[config.mk]
export PLATFORM = sky130hd
export DESIGN_NAME = usc_uart
export DESIGN_NICKNAME = d
export VERILOG_FILES = /design/src/usc_pkg.sv /design/src/usc_fifo.sv /design/src/usc_uart.sv
export VERILOG_INCLUDE_DIRS = /design/src
export SDC_FILE = /design/constraint.sdc
export NUM_CORES = 1
export LEC_CHECK = 0
export ABC_AREA = 1
export BUFFER_PORTS_ARGS = -buffer_cell sky130_fd_sc_hd__buf_4
export CAP_MARGIN = 10
export CORE_UTILIZATION = 56
export CTS_BUF_LIST = sky130_fd_sc_hd__clkbuf_2 sky130_fd_sc_hd__clkbuf_4 sky130_fd_sc_hd__clkbuf_8
export DETAILED_ROUTE_END_ITERATION = 7
export GPL_TIMING_DRIVEN = 1
export PLACE_DENSITY_LB_ADDON = 0.25
export REMOVE_ABC_BUFFERS = 1
export SLEW_MARGIN = 20
export SYNTH_ARGS = -nofsm -noshare
export SYNTH_HDL_FRONTEND = slang
export SYNTH_SLANG_ARGS = --single-unit
[constraint.sdc]
create_clock -name core_clk -period 5 [get_ports core_clk]
set_input_delay 1 -clock core_clk [delete_from_list [all_inputs] [get_ports core_clk]]
set_output_delay 1 -clock core_clk [all_outputs]
set_load 0.02 [all_outputs]
[src/usc_consts.svh]
// constants for the serial port transmit status and control block
`ifndef USC_CONSTS_SVH
`define USC_CONSTS_SVH
// register index on the data memory port
`define USC_A_STAT   3'h0
`define USC_A_CTL1   3'h1
`define USC_A_CTL2   3'h2
`define USC_A_CTL3   3'h3
`define USC_A_DATA   3'h4
`define USC_A_BAUD_DIVISOR_HIGH   3'h5
`define USC_A_BAUD_DIVISOR_LOW   3'h6
`define USC_A_CNT    3'h7
// control one fields
`define USC_C1_UEN   3'h7
`define USC_C1_BNO   3'h6
`define USC_C1_PARITY_ENABLE_BIT  3'h5
`define USC_C1_PRTH  3'h4
`define USC_C1_PRTL  3'h3
`define USC_C1_BRK   3'h2
`define USC_C1_TX8   3'h0
// control two fields
`define USC_C2_TRANSMITTER_ENABLE_BIT  3'h7
`define USC_C2_RECEIVER_ENABLE_BIT  3'h6
`define USC_C2_STOPS 3'h5
// control three field
`define USC_C3_SWM   3'h0
// parity type codes
`define USC_PRT_EVEN 2'h0
`define USC_PRT_ODD  2'h1
`define USC_PRT_MARK 2'h2
`define USC_PRT_SPC  2'h3
// frame lengths in bit positions
`define USC_NBITS8   4'h8
`define USC_NBITS9   4'h9
// final break bit count; the shortest break holds the line low fourteen bit times
`define USC_BRK_BITS 4'hD
// receive fill count saturates at this value
`define USC_CNT_MAX  3'h7
// receive buffer shape
`define USC_FIFO_W   9
`define USC_FIFO_D   16
`define USC_FIFO_AW  4
`endif

[src/usc_pkg.sv]
// types for the serial port transmit status and control block
package usc_pkg;
	typedef enum logic [4:0] {
		TX_IDLE  = 5'h01,
		TX_START = 5'h02,
		TX_DATA  = 5'h04,
		TX_STOP  = 5'h08,
		TX_BREAK = 5'h10
	} usc_tx_st_t;
	typedef enum logic [3:0] {
		RX_IDLE  = 4'h1,
		RX_START = 4'h2,
		RX_DATA  = 4'h4,
		RX_STOP  = 4'h8
	} usc_rx_st_t;
	typedef struct packed {
		logic [2:0] addr;
		logic       rd;
		logic       wr;
		logic [7:0] wdata;
	} usc_req_t;
	typedef struct packed {
		logic tx_out;
		logic tx_oe;
		logic rxtx_out;
		logic rxtx_oe;
	} usc_pins_t;
	typedef struct packed {
		logic        c1_uen;
		logic        word_length_select;
		logic        parity_enable_bit;
		logic [1:0]  prt;
		logic        brk;
		logic        tx8;
		logic [7:0]  c2;
		logic        single_wire_select;
		logic [7:0]  baud_divisor_high;
		logic [7:0]  baud_divisor_low;
		logic        tx_buffer_empty_flag;
		logic        tx_idle_flag;
		logic        receiver_idle_flag;
		logic        parity_error_flag;
		logic        nf;
		logic        framing_error_flag;
		logic        overrun_flag;
		logic        tx_arm;
		logic        err_arm;
		logic [8:0]  hold;
		logic        hold_vld;
		usc_tx_st_t  tx_st;
		logic [8:0]  tx_sh;
		logic [3:0]  tx_bit;
		logic [15:0] tx_cnt;
		usc_rx_st_t  rx_st;
		logic [8:0]  rx_sh;
		logic [3:0]  rx_bit;
		logic [15:0] rx_cnt;
		logic        rx_prev;
		logic        rx_noise;
		logic [7:0]  rdata;
		logic [2:0]  fill;
		usc_pins_t   pins;
	} usc_state_t;
endpackage

[src/usc_fifo.sv]
// receive buffer with valid/ready on both sides and a flush
`timescale 1ns/1ps
module usc_fifo #(
	parameter int WIDTH = 9,
	parameter int DEPTH = 16,
	parameter int AW    = 4
) (
	input  logic             core_clk,
	input  logic             rst_b,
	input  logic             flush,
	input  logic             in_valid,
	input  logic [WIDTH-1:0] in_data,
	output logic             in_ready,
	output logic             out_valid,
	output logic [WIDTH-1:0] out_data,
	input  logic             out_ready,
	output logic [AW:0]      count
);
	typedef struct packed {
		logic [DEPTH-1:0][WIDTH-1:0] mem;
		logic [AW:0]                 wp;
		logic [AW:0]                 rp;
	} usc_fifo_st_t;

	usc_fifo_st_t q_ff;
	usc_fifo_st_t nxt_q;
	logic         full;
	logic         empty;

	always_comb begin
		nxt_q = q_ff;
		empty = (q_ff.wp == q_ff.rp);
		full = (q_ff.wp[AW] != q_ff.rp[AW]) &&
			(q_ff.wp[AW-1:0] == q_ff.rp[AW-1:0]);
		in_ready = !full;
		out_valid = !empty;
		out_data = q_ff.mem[q_ff.rp[AW-1:0]];
		count = q_ff.wp - q_ff.rp;
		if (in_valid && !full) begin
			nxt_q.mem[q_ff.wp[AW-1:0]] = in_data;
			nxt_q.wp = q_ff.wp + {{AW{1'b0}}, 1'b1};
		end
		if (out_ready && !empty) begin
			nxt_q.rp = q_ff.rp + {{AW{1'b0}}, 1'b1};
		end
		// flush only moves pointers; stale words stay on out_data while out_valid is low
		if (flush) begin
			nxt_q.wp = '0;
			nxt_q.rp = '0;
		end
	end

	always_ff @(posedge core_clk) begin
		if (!rst_b) begin
			q_ff <= '0;
		end else begin
			q_ff <= nxt_q;
		end
	end
endmodule

[src/usc_uart.sv]
// serial port: transmit status flags, control one, shifters and pins
`timescale 1ns/1ps
`include "usc_consts.svh"
module usc_uart (
	input  logic              core_clk,
	input  logic              rst_b,
	input  usc_pkg::usc_req_t reg_req,
	output logic [7:0]        reg_rdata,
	output logic              tx_out,
	output logic              tx_oe,
	input  logic              rxtx_in,
	output logic              rxtx_out,
	output logic              rxtx_oe
);
	usc_pkg::usc_state_t s_ff;
	usc_pkg::usc_state_t nxt_s;
	logic [15:0]         div;
	logic [3:0]          nbits;
	logic                tx_en;
	logic                rx_en;
	logic                tick_tx;
	logic                tick_rx;
	logic                load;
	logic                rx_evt;
	logic                line;
	logic [8:0]          word;
	logic [8:0]          dlv;
	logic                push_vld;
	logic                push_rdy;
	logic [8:0]          push_word;
	logic                pop_vld;
	logic                pop_rdy;
	logic [8:0]          pop_word;
	logic                fifo_flush;
	logic [4:0]          fifo_cnt;
	logic                data_acc;

	// builds the frame word; also used to check received parity
	function automatic logic [8:0] usc_frame(
		input logic [8:0] d,
		input logic       word_length_select,
		input logic       parity_enable_bit,
		input logic [1:0] prt
	);
		logic [8:0] w;
		logic [7:0] b;
		logic       p;
		w = d;
		b = word_length_select ? d[7:0] : {1'b0, d[6:0]};
		unique case (prt)
			`USC_PRT_EVEN: p = ^b;
			`USC_PRT_ODD:  p = ~^b;
			`USC_PRT_MARK: p = 1'b1;
			`USC_PRT_SPC:  p = 1'b0;
		endcase
		if (!word_length_select) begin
			w[8] = 1'b0;
		end
		if (parity_enable_bit) begin
			if (word_length_select) begin
				w[8] = p;
			end else begin
				w[7] = p;
			end
		end
		return w;
	endfunction

	always_comb begin
		nxt_s = s_ff;
		push_vld = 1'b0;
		push_word = '0;
		pop_rdy = 1'b0;
		fifo_flush = 1'b0;
		load = 1'b0;
		rx_evt = 1'b0;
		div = {s_ff.baud_divisor_high, s_ff.baud_divisor_low};
		nbits = s_ff.word_length_select ? `USC_NBITS9 : `USC_NBITS8;
		tx_en = s_ff.c1_uen & s_ff.c2[`USC_C2_TRANSMITTER_ENABLE_BIT];
		rx_en = s_ff.c1_uen & s_ff.c2[`USC_C2_RECEIVER_ENABLE_BIT];
		tick_tx = (s_ff.tx_cnt == '0);
		tick_rx = (s_ff.rx_cnt == '0);
		word = s_ff.word_length_select ? s_ff.rx_sh : {1'b0, s_ff.rx_sh[8:1]};
		dlv = word;
		if (s_ff.parity_enable_bit) begin
			if (s_ff.word_length_select) begin
				dlv[8] = 1'b0;
			end else begin
				dlv[7] = 1'b0;
			end
		end
		data_acc = (reg_req.rd | reg_req.wr) &&
			(reg_req.addr == `USC_A_DATA);

		// transmitter
		nxt_s.tx_cnt = tick_tx ? div : s_ff.tx_cnt - 16'h0001;
		unique case (s_ff.tx_st)
			usc_pkg::TX_IDLE: begin
				if (tx_en & s_ff.hold_vld) begin
					load = 1'b1;
					nxt_s.hold_vld = 1'b0;
					nxt_s.tx_sh = usc_frame(s_ff.hold, s_ff.word_length_select,
						s_ff.parity_enable_bit, s_ff.prt);
					nxt_s.tx_st = usc_pkg::TX_START;
					nxt_s.tx_cnt = div;
				end else if (tx_en & s_ff.brk) begin
					// break waits behind any held character
					nxt_s.tx_st = usc_pkg::TX_BREAK;
					nxt_s.tx_cnt = div;
					nxt_s.tx_bit = '0;
				end
			end
			usc_pkg::TX_START: begin
				if (tick_tx) begin
					nxt_s.tx_st = usc_pkg::TX_DATA;
					nxt_s.tx_bit = '0;
				end
			end
			usc_pkg::TX_DATA: begin
				if (tick_tx) begin
					nxt_s.tx_sh = {1'b0, s_ff.tx_sh[8:1]};
					nxt_s.tx_bit = s_ff.tx_bit + 4'h1;
					if (s_ff.tx_bit == nbits - 4'h1) begin
						nxt_s.tx_st = usc_pkg::TX_STOP;
						nxt_s.tx_bit = '0;
					end
				end
			end
			usc_pkg::TX_STOP: begin
				if (tick_tx) begin
					nxt_s.tx_bit = s_ff.tx_bit + 4'h1;
					if (s_ff.tx_bit ==
						{3'h0, s_ff.c2[`USC_C2_STOPS]}) begin
						nxt_s.tx_st = usc_pkg::TX_IDLE;
					end
				end
			end
			usc_pkg::TX_BREAK: begin
				if (tick_tx) begin
					if (s_ff.tx_bit != `USC_BRK_BITS) begin
						nxt_s.tx_bit = s_ff.tx_bit + 4'h1;
					end else if (!s_ff.brk) begin
						nxt_s.tx_st = usc_pkg::TX_IDLE;
					end
				end
			end
			default: nxt_s.tx_st = usc_pkg::TX_IDLE;
		endcase

		// receiver: start sampled at half a bit, then once per bit
		nxt_s.rx_cnt = tick_rx ? div : s_ff.rx_cnt - 16'h0001;
		nxt_s.rx_prev = rxtx_in;
		unique case (s_ff.rx_st)
			usc_pkg::RX_IDLE: begin
				if (rx_en & !rxtx_in) begin
					nxt_s.rx_st = usc_pkg::RX_START;
					nxt_s.rx_cnt = {1'b0, div[15:1]};
					nxt_s.rx_noise = 1'b0;
				end
			end
			usc_pkg::RX_START: begin
				if (tick_rx) begin
					nxt_s.rx_st = rxtx_in ? usc_pkg::RX_IDLE :
						usc_pkg::RX_DATA;
					nxt_s.rx_bit = '0;
				end
			end
			usc_pkg::RX_DATA: begin
				if (tick_rx) begin
					nxt_s.rx_sh = {rxtx_in, s_ff.rx_sh[8:1]};
					nxt_s.rx_bit = s_ff.rx_bit + 4'h1;
					// a change right at the sample point counts as noise
					if (rxtx_in != s_ff.rx_prev) begin
						nxt_s.rx_noise = 1'b1;
					end
					if (s_ff.rx_bit == nbits - 4'h1) begin
						nxt_s.rx_st = usc_pkg::RX_STOP;
					end
				end
			end
			usc_pkg::RX_STOP: begin
				if (tick_rx) begin
					rx_evt = 1'b1;
					nxt_s.rx_st = usc_pkg::RX_IDLE;
				end
			end
			default: nxt_s.rx_st = usc_pkg::RX_IDLE;
		endcase

		// register port
		if (reg_req.rd) begin
			unique case (reg_req.addr)
				`USC_A_STAT: begin
					nxt_s.rdata = {s_ff.parity_error_flag, s_ff.nf, s_ff.framing_error_flag,
						s_ff.overrun_flag, s_ff.receiver_idle_flag, pop_vld, s_ff.tx_idle_flag,
						s_ff.tx_buffer_empty_flag};
					nxt_s.tx_arm = s_ff.tx_buffer_empty_flag | s_ff.tx_idle_flag;
					nxt_s.err_arm = 1'b1;
				end
				`USC_A_CTL1: nxt_s.rdata = {s_ff.c1_uen, s_ff.word_length_select,
					s_ff.parity_enable_bit, s_ff.prt, s_ff.brk, pop_word[8], 1'b0};
				`USC_A_CTL2: nxt_s.rdata = s_ff.c2;
				`USC_A_CTL3: nxt_s.rdata = {7'h00, s_ff.single_wire_select};
				`USC_A_DATA: begin
					nxt_s.rdata = pop_word[7:0];
					pop_rdy = pop_vld;
				end
				`USC_A_BAUD_DIVISOR_HIGH: nxt_s.rdata = s_ff.baud_divisor_high;
				`USC_A_BAUD_DIVISOR_LOW: nxt_s.rdata = s_ff.baud_divisor_low;
				`USC_A_CNT:  nxt_s.rdata = {5'h00, s_ff.fill};
			endcase
		end else if (reg_req.wr) begin
			unique case (reg_req.addr)
				`USC_A_STAT, `USC_A_CNT: begin
				end
				`USC_A_CTL1: begin
					nxt_s.c1_uen = reg_req.wdata[`USC_C1_UEN];
					nxt_s.word_length_select = reg_req.wdata[`USC_C1_BNO];
					nxt_s.parity_enable_bit = reg_req.wdata[`USC_C1_PARITY_ENABLE_BIT];
					nxt_s.prt = reg_req.wdata[`USC_C1_PRTH:`USC_C1_PRTL];
					nxt_s.brk = reg_req.wdata[`USC_C1_BRK];
					nxt_s.tx8 = reg_req.wdata[`USC_C1_TX8];
				end
				`USC_A_CTL2: begin
					if (reg_req.wdata[`USC_C2_TRANSMITTER_ENABLE_BIT] &
						!s_ff.c2[`USC_C2_TRANSMITTER_ENABLE_BIT]) begin
						nxt_s.tx_buffer_empty_flag = 1'b1;
					end
					nxt_s.c2 = reg_req.wdata;
				end
				`USC_A_CTL3: nxt_s.single_wire_select = reg_req.wdata[`USC_C3_SWM];
				`USC_A_DATA: begin
					nxt_s.hold = {s_ff.tx8, reg_req.wdata};
					nxt_s.hold_vld = 1'b1;
					if (s_ff.tx_arm) begin
						nxt_s.tx_buffer_empty_flag = 1'b0;
						nxt_s.tx_idle_flag = 1'b0;
						nxt_s.tx_arm = 1'b0;
					end
				end
				`USC_A_BAUD_DIVISOR_HIGH: nxt_s.baud_divisor_high = reg_req.wdata;
				`USC_A_BAUD_DIVISOR_LOW: nxt_s.baud_divisor_low = reg_req.wdata;
			endcase
		end
		if (data_acc && s_ff.err_arm) begin
			nxt_s.parity_error_flag = 1'b0;
			nxt_s.nf = 1'b0;
			nxt_s.framing_error_flag = 1'b0;
			nxt_s.overrun_flag = 1'b0;
			nxt_s.err_arm = 1'b0;
		end

		// hardware sets come after software clears so they win
		if (load) begin
			nxt_s.tx_buffer_empty_flag = 1'b1;
		end
		if (rx_evt) begin
			if (push_rdy) begin
				push_vld = 1'b1;
				push_word = dlv;
				nxt_s.framing_error_flag = nxt_s.framing_error_flag | !rxtx_in;
				nxt_s.nf = nxt_s.nf | s_ff.rx_noise;
				nxt_s.parity_error_flag = nxt_s.parity_error_flag | (s_ff.parity_enable_bit &
					(usc_frame(word, s_ff.word_length_select, s_ff.parity_enable_bit,
					s_ff.prt) != word));
			end else begin
				nxt_s.overrun_flag = 1'b1;
			end
		end

		// dropping an enable aborts that direction; a dropped transmit enable also empties the hold
		if (!(nxt_s.c1_uen & nxt_s.c2[`USC_C2_TRANSMITTER_ENABLE_BIT])) begin
			nxt_s.tx_st = usc_pkg::TX_IDLE;
			nxt_s.hold_vld = 1'b0;
		end
		if (!(nxt_s.c1_uen & nxt_s.c2[`USC_C2_RECEIVER_ENABLE_BIT])) begin
			nxt_s.rx_st = usc_pkg::RX_IDLE;
		end

		if (nxt_s.hold_vld | nxt_s.brk |
			(nxt_s.tx_st != usc_pkg::TX_IDLE)) begin
			nxt_s.tx_idle_flag = 1'b0;
		end else if (nxt_s.tx_buffer_empty_flag) begin
			nxt_s.tx_idle_flag = 1'b1;
		end
		nxt_s.receiver_idle_flag = (nxt_s.rx_st == usc_pkg::RX_IDLE);

		// unit off: word length, parity, divisor and swm are untouched
		if (!nxt_s.c1_uen) begin
			nxt_s.c2[`USC_C2_TRANSMITTER_ENABLE_BIT] = 1'b0;
			nxt_s.c2[`USC_C2_RECEIVER_ENABLE_BIT] = 1'b0;
			nxt_s.brk = 1'b0;
			nxt_s.parity_error_flag = 1'b0;
			nxt_s.nf = 1'b0;
			nxt_s.framing_error_flag = 1'b0;
			nxt_s.overrun_flag = 1'b0;
			nxt_s.tx_buffer_empty_flag = 1'b1;
			nxt_s.tx_idle_flag = 1'b1;
			nxt_s.receiver_idle_flag = 1'b1;
			nxt_s.tx_arm = 1'b0;
			nxt_s.err_arm = 1'b0;
			nxt_s.tx_st = usc_pkg::TX_IDLE;
			nxt_s.rx_st = usc_pkg::RX_IDLE;
			nxt_s.tx_cnt = '0;
			nxt_s.rx_cnt = '0;
			push_vld = 1'b0;
			fifo_flush = 1'b1;
		end
		if (fifo_flush) begin
			nxt_s.fill = '0;
		end else if (fifo_cnt > {2'h0, `USC_CNT_MAX}) begin
			nxt_s.fill = `USC_CNT_MAX;
		end else begin
			nxt_s.fill = fifo_cnt[2:0];
		end

		// pins, registered from the next state
		unique case (nxt_s.tx_st)
			usc_pkg::TX_DATA: line = nxt_s.tx_sh[0];
			usc_pkg::TX_START, usc_pkg::TX_BREAK: line = 1'b0;
			default: line = 1'b1;
		endcase
		nxt_s.pins.tx_out = line;
		nxt_s.pins.rxtx_out = line;
		nxt_s.pins.tx_oe = nxt_s.c1_uen &
			nxt_s.c2[`USC_C2_TRANSMITTER_ENABLE_BIT];
		// receive enable wins the shared pin in single-wire mode
		nxt_s.pins.rxtx_oe = nxt_s.c1_uen & nxt_s.single_wire_select &
			nxt_s.c2[`USC_C2_TRANSMITTER_ENABLE_BIT] & !nxt_s.c2[`USC_C2_RECEIVER_ENABLE_BIT];
	end

	always_ff @(posedge core_clk) begin
		if (!rst_b) begin
			s_ff <= '0;
			s_ff.tx_buffer_empty_flag <= 1'b1;
			s_ff.tx_idle_flag <= 1'b1;
			s_ff.receiver_idle_flag <= 1'b1;
			s_ff.tx_st <= usc_pkg::TX_IDLE;
			s_ff.rx_st <= usc_pkg::RX_IDLE;
			s_ff.pins.tx_out <= 1'b1;
			s_ff.pins.rxtx_out <= 1'b1;
		end else begin
			s_ff <= nxt_s;
		end
	end

	usc_fifo #(
		.WIDTH (`USC_FIFO_W),
		.DEPTH (`USC_FIFO_D),
		.AW    (`USC_FIFO_AW)
	) u_rx_fifo (
		.core_clk  (core_clk),
		.rst_b     (rst_b),
		.flush     (fifo_flush),
		.in_valid  (push_vld),
		.in_data   (push_word),
		.in_ready  (push_rdy),
		.out_valid (pop_vld),
		.out_data  (pop_word),
		.out_ready (pop_rdy),
		.count     (fifo_cnt)
	);

	assign reg_rdata = s_ff.rdata;
	assign tx_out = s_ff.pins.tx_out;
	assign tx_oe = s_ff.pins.tx_oe;
	assign rxtx_out = s_ff.pins.rxtx_out;
	assign rxtx_oe = s_ff.pins.rxtx_oe;
endmodule
Word level (Yosys, flattened, before mapping)
Index checks and enable logic that the tools add are counted.
{"block": "totals", "regBits": 288, "latch_bits": 0, "ram_bits": 0, "mem_bits_ro": 0, "input_bits": 16, "out_inout_bits": 12, "word_cells": 291, "n_memories": 0}
{"block": "op_classes", "add_sub_neg": 8, "mul": 0, "n_div": 0, "n_lt_le_gt_ge": 4, "eq_ne": 47, "shift": 0, "muxes": 109, "n_bitwise": 23, "reduce_logical": 44}
{"op": "144-bit bitwise mux", "count": 1}
{"op": "16-bit 2-to-1 mux", "count": 6}
{"op": "34-bit 2-to-1 mux", "count": 2}
{"op": "8-bit case mux with 8 select lines", "count": 1}
{"op": "4-bit 2-to-1 mux", "count": 14}
{"op": "9-bit 2-to-1 mux", "count": 6}
{"op": "5-bit 2-to-1 mux", "count": 10}
{"op": "8-bit 2-to-1 mux", "count": 5}
{"op": "9-bit binary-select mux with 4-bit select", "count": 1}
{"op": "9-bit demux with 4-bit select", "count": 1}
{"op": "1-bit 2-to-1 mux", "count": 36}
{"op": "16-bit zero test", "count": 2}
{"op": "16-bit by 1-bit subtractor with 16-bit output (second input constant)", "count": 2}
{"op": "5-bit case mux with 5 select lines", "count": 1}
{"op": "2-bit inequality test (second input constant)", "count": 12}
{"op": "3-bit AND reduction", "count": 8}
{"op": "20-bit 2-to-1 mux", "count": 1}
{"op": "4-bit case mux with 5 select lines", "count": 1}
{"op": "18-bit 2-to-1 mux", "count": 1}
{"op": "9-bit case mux with 2 select lines", "count": 1}
{"op": "17-bit 2-to-1 mux", "count": 1}
{"op": "2-bit 2-to-1 mux", "count": 8}
{"op": "4-bit case mux with 4 select lines", "count": 1}
{"op": "8-bit XNOR reduction", "count": 2}
{"op": "other kinds (52)", "count": 111}

Logic depth before layout (Yosys ltp)
{"block": "depth", "word_depth": 13, "depth_mapped": 17, "ltp_nobuf": 15}

Hierarchy
Synthesis repeated with hierarchy kept, for this count alone.
{"block": "hier_totals", "cells_unflattened": 2565, "area_unflattened_um2": 16353.2}
{"mod": "usc_fifo", "n_inst": 1, "cells_each": 1560, "area_per_inst_um2": 9292.7, "seq_area_each_um2": 3083.0}
{"mod": "usc_uart", "n_inst": 1, "cells_each": 1005, "area_per_inst_um2": 7060.5, "seq_area_each_um2": 2682.6}

Worst setup path before layout
Ideal clock, no wire load.
{"block": "synth_path", "path_kind": "register -> register", "startpoint": "register u_rx_fifo.q_ff[1] in the netlist's numbering", "endpoint": "register u_rx_fifo.q_ff[8] in the netlist's numbering", "setup_time_ns": 0.132, "arrival_ns": 2.395, "required_ns": 4.868, "slack_ns": 2.473, "stages_incl_launch_ff": 14, "path_buffers": 3, "period_less_slack_ns": 2.527, "cell_sequence": "dfxtp_1 clkbuf_1 inv_1 clkbuf_1 ha_1 nand2_1 nor3_1 nand2_1 inv_1 buf_4 nor3_1 nand2_1 o21ai_0 a21oi_1"}
{"block": "synth_via", "elab_chain_len": 6, "word_cells_on_any_way": 7, "classes_between": "eq/ne (1); mux (3); reduce/logical (3)"}
{"element": "start, declared", "line": "usc_fifo.sv:25", "text": "usc_fifo_st_t q_ff;"}
{"element": "start signal, assigned", "line": "usc_fifo.sv:57", "text": "q_ff <= nxt_q;"}
{"element": "4-bit == test (*)", "line": "usc_fifo.sv:34", "text": "(q_ff.wp[AW-1:0] == q_ff.rp[AW-1:0]);"}
{"element": "1-bit logical AND (*)", "line": "usc_fifo.sv:33", "text": "full = (q_ff.wp[AW] != q_ff.rp[AW]) &&"}
{"element": "1-bit 2-to-1 mux", "line": "usc_uart.sv:258", "text": "if (push_rdy) begin"}
{"element": "1-bit 2-to-1 mux", "line": "usc_uart.sv:257", "text": "if (rx_evt) begin"}
{"element": "1-bit 2-to-1 mux", "line": "usc_uart.sv:289", "text": "if (!nxt_s.c1_uen) begin"}
{"element": "1-bit logical AND (*)", "line": "usc_fifo.sv:39", "text": "if (in_valid && !full) begin"}
Mark *: on every way between the ends. The rest lies on a longest branch, timed or not.
A chain may end at the register's enable or synchronous reset.

Worst setup path in the final report
{"block": "layout_path", "startpoint": "register u_rx_fifo.q_ff[2] in the netlist's numbering", "endpoint": "register u_rx_fifo.q_ff[110] in the netlist's numbering"}
{"block": "layout_via", "elab_chain_len": 6, "word_cells_on_any_way": 10, "classes_between": "eq/ne (1); mux (6); reduce/logical (3)"}
{"element": "4-bit == test (*)", "line": "usc_fifo.sv:34"}
{"element": "1-bit logical AND (*)", "line": "usc_fifo.sv:33"}
{"element": "1-bit 2-to-1 mux", "line": "usc_uart.sv:258"}
{"element": "1-bit 2-to-1 mux", "line": "usc_uart.sv:257"}
{"element": "1-bit 2-to-1 mux", "line": "usc_uart.sv:289"}
{"element": "1-bit logical AND", "line": "usc_fifo.sv:39"}
Marks and branches as above.

==> impl_metrics.prom <==
# TYPE chip_impl_metric gauge
chip_impl_info{name="critical_path.reg2reg.endpoint",value="u_rx_fifo.q_ff[110]"} 1
chip_impl_info{name="timing.hold.worst.class",value="reg -> reg"} 1
chip_impl_metric{name="global_route.overflow_total",unit=""} 0
chip_impl_metric{name="cts_post_setup_buffers_inserted",unit=""} 0
chip_impl_metric{name="antenna_cells",unit=""} 0
chip_impl_metric{name="dieWidth",unit="um"} 161
chip_impl_metric{name="core_area",unit="sq mm"} 0.0246
chip_impl_info{name="rsz0062_at_grt",value="no"} 1
chip_impl_metric{name="critPathMaxFanout",unit=""} 18
chip_impl_metric{name="finish.utilization",unit=""} 0.629
chip_impl_metric{name="placed_area",unit="sq mm"} 0.0144
chip_impl_metric{name="clkSlewWorstSetupHoldPaths",unit="ns"} 0.07
chip_impl_metric{name="finalWorstPathRequiredPeriod",unit="ns"} 3.35
chip_impl_metric{name="stdcell_count",unit=""} 2369
chip_impl_metric{name="yosys_warnings",unit=""} 0
chip_impl_metric{name="max_clock_freq",unit="MHz"} 298
chip_impl_info{name="clockRootBuffer",value="sky130_fd_sc_hd__clkbuf_8"} 1
chip_impl_metric{name="final_hold_viol_count",unit=""} 0
chip_impl_metric{name="via_count",unit=""} 13800
chip_impl_info{name="synthTopCellsByArea",value="sky130_fd_sc_hd__dfxtp_1, sky130_fd_sc_hd__nand2_1, sky130_fd_sc_hd__a21oi_1"} 1
chip_impl_info{name="yosys.area.top_type",value="sky130_fd_sc_hd__dfxtp_1"} 1
chip_impl_info{name="cts_tree",value="built"} 1
chip_impl_metric{name="total_power_consumption_of_the_routed_design",unit="mW"} 4.69
chip_impl_metric{name="syn-cell-area",unit="sq mm"} 0.0142
chip_impl_metric{name="worst_skew_pair.late_latency",unit="ns"} 0.58
chip_impl_metric{name="accumulated_negative_setup_slack",unit="ns"} 0
chip_impl_metric{name="timing.final.ws_setup",unit="ns"} 1.65
chip_impl_metric{name="dp.cells",unit=""} 2287
chip_impl_metric{name="synth.avg_cell_area",unit="sq um"} 7.03
chip_impl_metric{name="timing.reg2reg.setup_slack",unit="ns"} 1.65
chip_impl_info{name="r2r-start",value="u_rx_fifo.q_ff[2]"} 1
chip_impl_metric{name="cts.htree.levels",unit=""} 2
chip_impl_metric{name="synthesized_netlist_cell_count",unit=""} 2017
chip_impl_metric{name="final.period_utilization",unit=""} 0.670
chip_impl_metric{name="nNetsFinal",unit=""} 2044
chip_impl_metric{name="finalSetupViolCount",unit=""} 0
chip_impl_metric{name="yosysSeqAreaShare",unit=""} 0.406
chip_impl_metric{name="detail-route-antenna-nets",unit=""} 0
chip_impl_metric{name="synth_enable_flop_cells",unit=""} 0
chip_impl_metric{name="cts_inserted_buffers",unit=""} 48
chip_impl_metric{name="clock_sinks",unit=""} 288
chip_impl_metric{name="cp.required",unit="ns"} 5.51
chip_impl_metric{name="final_layout_size_suffix_gt1_frac",unit=""} 0.0993
chip_impl_metric{name="finish.instance_area",unit="sq mm"} 0.0155
chip_impl_metric{name="cts_repair_resize_count",unit=""} 0
chip_impl_info{name="synth.top_cells.by_count",value="sky130_fd_sc_hd__nand2_1, sky130_fd_sc_hd__dfxtp_1, sky130_fd_sc_hd__nor2_1"} 1
chip_impl_metric{name="worst_hold_slack",unit="ns"} 0.451
chip_impl_metric{name="routed_wirelength",unit="um"} 40200
chip_impl_metric{name="worst_hold_path.num_cells",unit=""} 2
chip_impl_metric{name="timing.clock.skew",unit="ns"} 0.0281
chip_impl_metric{name="ios",unit=""} 28
chip_impl_metric{name="fp.dieArea",unit="sq mm"} 0.0260
chip_impl_metric{name="timing.reg2reg.worst_path_depth",unit=""} 9
chip_impl_metric{name="ff_latch_area",unit="sq mm"} 0.00577
chip_impl_metric{name="dp_worst_setup_slack",unit="ns"} 1.65
chip_impl_metric{name="die_y",unit="um"} 161
chip_impl_metric{name="area_growth",unit="%"} 9.07
chip_impl_metric{name="floorplan.initialDensity",unit=""} 0.576
chip_impl_metric{name="grt_usage",unit=""} 0.311
chip_impl_metric{name="tightestPinTransition",unit="ns"} 1.09
chip_impl_metric{name="synth.lib_cells_used.distinct",unit=""} 57
chip_impl_info{name="synth_most_common_cell",value="sky130_fd_sc_hd__nand2_1"} 1
chip_impl_info{name="critical_path.endpoint_type",value="flip-flop"} 1
chip_impl_metric{name="clk_path_buf_depth",unit=""} 3
chip_impl_metric{name="drt_first_pass_iters",unit=""} 6
chip_impl_metric{name="postSynth.asyncResetShare",unit=""} 0
chip_impl_metric{name="post_cts_hold_buffer_count",unit=""} 0
chip_impl_metric{name="port_buffers",unit=""} 27
chip_impl_info{name="critPathKind",value="reg -> reg"} 1
chip_impl_metric{name="detail_route.iter0.violations",unit=""} 1405
chip_impl_metric{name="num_rows",unit=""} 57
chip_impl_metric{name="worst-endpoint-arrival",unit="ns"} 3.86
chip_impl_info{name="setup.worst_path.start_class",value="flip-flop"} 1
chip_impl_metric{name="postSynthRegisterBits",unit=""} 288
chip_impl_metric{name="grt_max_degree",unit=""} 94
chip_impl_metric{name="route.detailed.vias_per_inst",unit=""} 5.84
chip_impl_metric{name="multiInputGateArea",unit="sq mm"} 0.00734
chip_impl_info{name="run_status",value="finished clean"} 1
chip_impl_metric{name="drc",unit=""} 0
chip_impl_metric{name="fillerInstances",unit=""} 2225
chip_impl_metric{name="power.static_leakage",unit="nW"} 5.86
chip_impl_info{name="source_of_the_worst_hold_timing_path",value="s_ff[128]"} 1
chip_impl_metric{name="synthDominantCellAreaShare",unit=""} 0.406
chip_impl_metric{name="first_global_vias",unit=""} 12700
chip_impl_info{name="ys_dominant_reg_cell",value="sky130_fd_sc_hd__dfxtp_1"} 1
chip_impl_metric{name="grt_first_pass_wirelength",unit="um"} 65200
chip_impl_metric{name="antenna_found_initial",unit=""} 0
chip_impl_metric{name="cap_viol_max_count",unit=""} 0
chip_impl_metric{name="max_slew_margin",unit=""} 0.276
chip_impl_metric{name="detailedPlacementHpwl",unit="um"} 26700
chip_impl_metric{name="power.density",unit="mW/mm^2"} 303
chip_impl_info{name="holdPathEnd",value="s_ff[93]"} 1
chip_impl_metric{name="gp_congestion",unit=""} 0.947
chip_impl_metric{name="finalMaxSlewViolations",unit=""} 0
chip_impl_metric{name="routed_wire_length_per_instance",unit="um"} 17.0
chip_impl_metric{name="vdd_drop_max",unit="uV"} 205
## routing by layer
metal	global-route usage	wire, um	vias up
li1	-	-	6664
met1	0.441	17700	6449
met2	0.482	18000	618
met3	0.0475	3490	99
met4	0.104	1090	0
met5	0	0	-
## layout by cell type, fill, tap and decap left out, types with 23 or more instances in the layout
cell type	synthesis	final
sky130_fd_sc_hd__nand2_1	529	529
sky130_fd_sc_hd__dfxtp_1	288	287
sky130_fd_sc_hd__nor2_1	235	234
sky130_fd_sc_hd__a21oi_1	194	194
sky130_fd_sc_hd__o21ai_0	190	190
sky130_fd_sc_hd__inv_1	139	138
sky130_fd_sc_hd__nand3_1	65	65
sky130_fd_sc_hd__clkbuf_8	0	60
sky130_fd_sc_hd__buf_4	11	34
sky130_fd_sc_hd__a21oi_2	26	26
sky130_fd_sc_hd__o211ai_1	24	24
sky130_fd_sc_hd__o22ai_1	23	23
## how the worst max path moves through the flow
stage / startpoint / to / slack, ns / cells after the start
floorplan: rst_b / s_ff[18] / 0.53 / 8
global route: u_rx_fifo.q_ff[2] / u_rx_fifo.q_ff[11] / 1.39 / 9
global placement: reg_req[11] / u_rx_fifo.q_ff[14] / 1.76 / 12
detailed placement: reg_req[11] / u_rx_fifo.q_ff[24] / 1.65 / 12
CTS: u_rx_fifo.q_ff[2] / u_rx_fifo.q_ff[110] / 1.72 / 9
finish: u_rx_fifo.q_ff[2] / u_rx_fifo.q_ff[110] / 1.65 / 9
## area by class of cell
type	count	share of cell area
tap	324	0.0262
multi-input combinational	1475	0.475
clock buffer	73	0.0597
sequential	288	0.373
clock inverter	9	0.00639
inverter	166	0.0437
timing repair buffer	34	0.0165
## critical path, cell delays in order (launching register included)
cell and delay (ns):
sky130_fd_sc_hd__dfxtp_1 0.68, sky130_fd_sc_hd__inv_1 0.27, sky130_fd_sc_hd__ha_1 0.40, sky130_fd_sc_hd__nand2_1 0.10, sky130_fd_sc_hd__nor3_1 0.06, sky130_fd_sc_hd__nand2_1 0.12
sky130_fd_sc_hd__inv_1 0.37, sky130_fd_sc_hd__nor3_4 0.98, sky130_fd_sc_hd__nand2_1 0.16, sky130_fd_sc_hd__a21oi_2 0.14
## cell families after synthesis
kind of cell	Yosys count	share of synthesized area
DFF	288	0.406
and+or+nand+nor	913	0.279
xor gates and xnor gates	27	0.0167
adders and majority gates	15	0.0138
buffers and inverters	254	0.0759
AOI/OAI and AO/OA	520	0.208
## registers in the layout (all words and copies together) (netlist names)
signal,flops
tx_oe,1
u_rx_fifo.q_ff,154
rxtx_out,1
s_ff,107
div,16
reg_rdata,8
rxtx_oe,1
## where the power goes
| part | switching [mW] | leakage (nW) | total (mW) | internal (mW) |
|---|---|---|---|---|
| Sequential | 0.0111 | 2.32 | 2.32 | 2.30 |
| Clock | 0.960 | 0.547 | 2.24 | 1.28 |
| Combinational | 0.109 | 2.99 | 0.143 | 0.0349 |
| Total | 1.08 | 5.86 | 4.69 | 3.61 |
No activity file was read; power rests on OpenSTA's default activity.
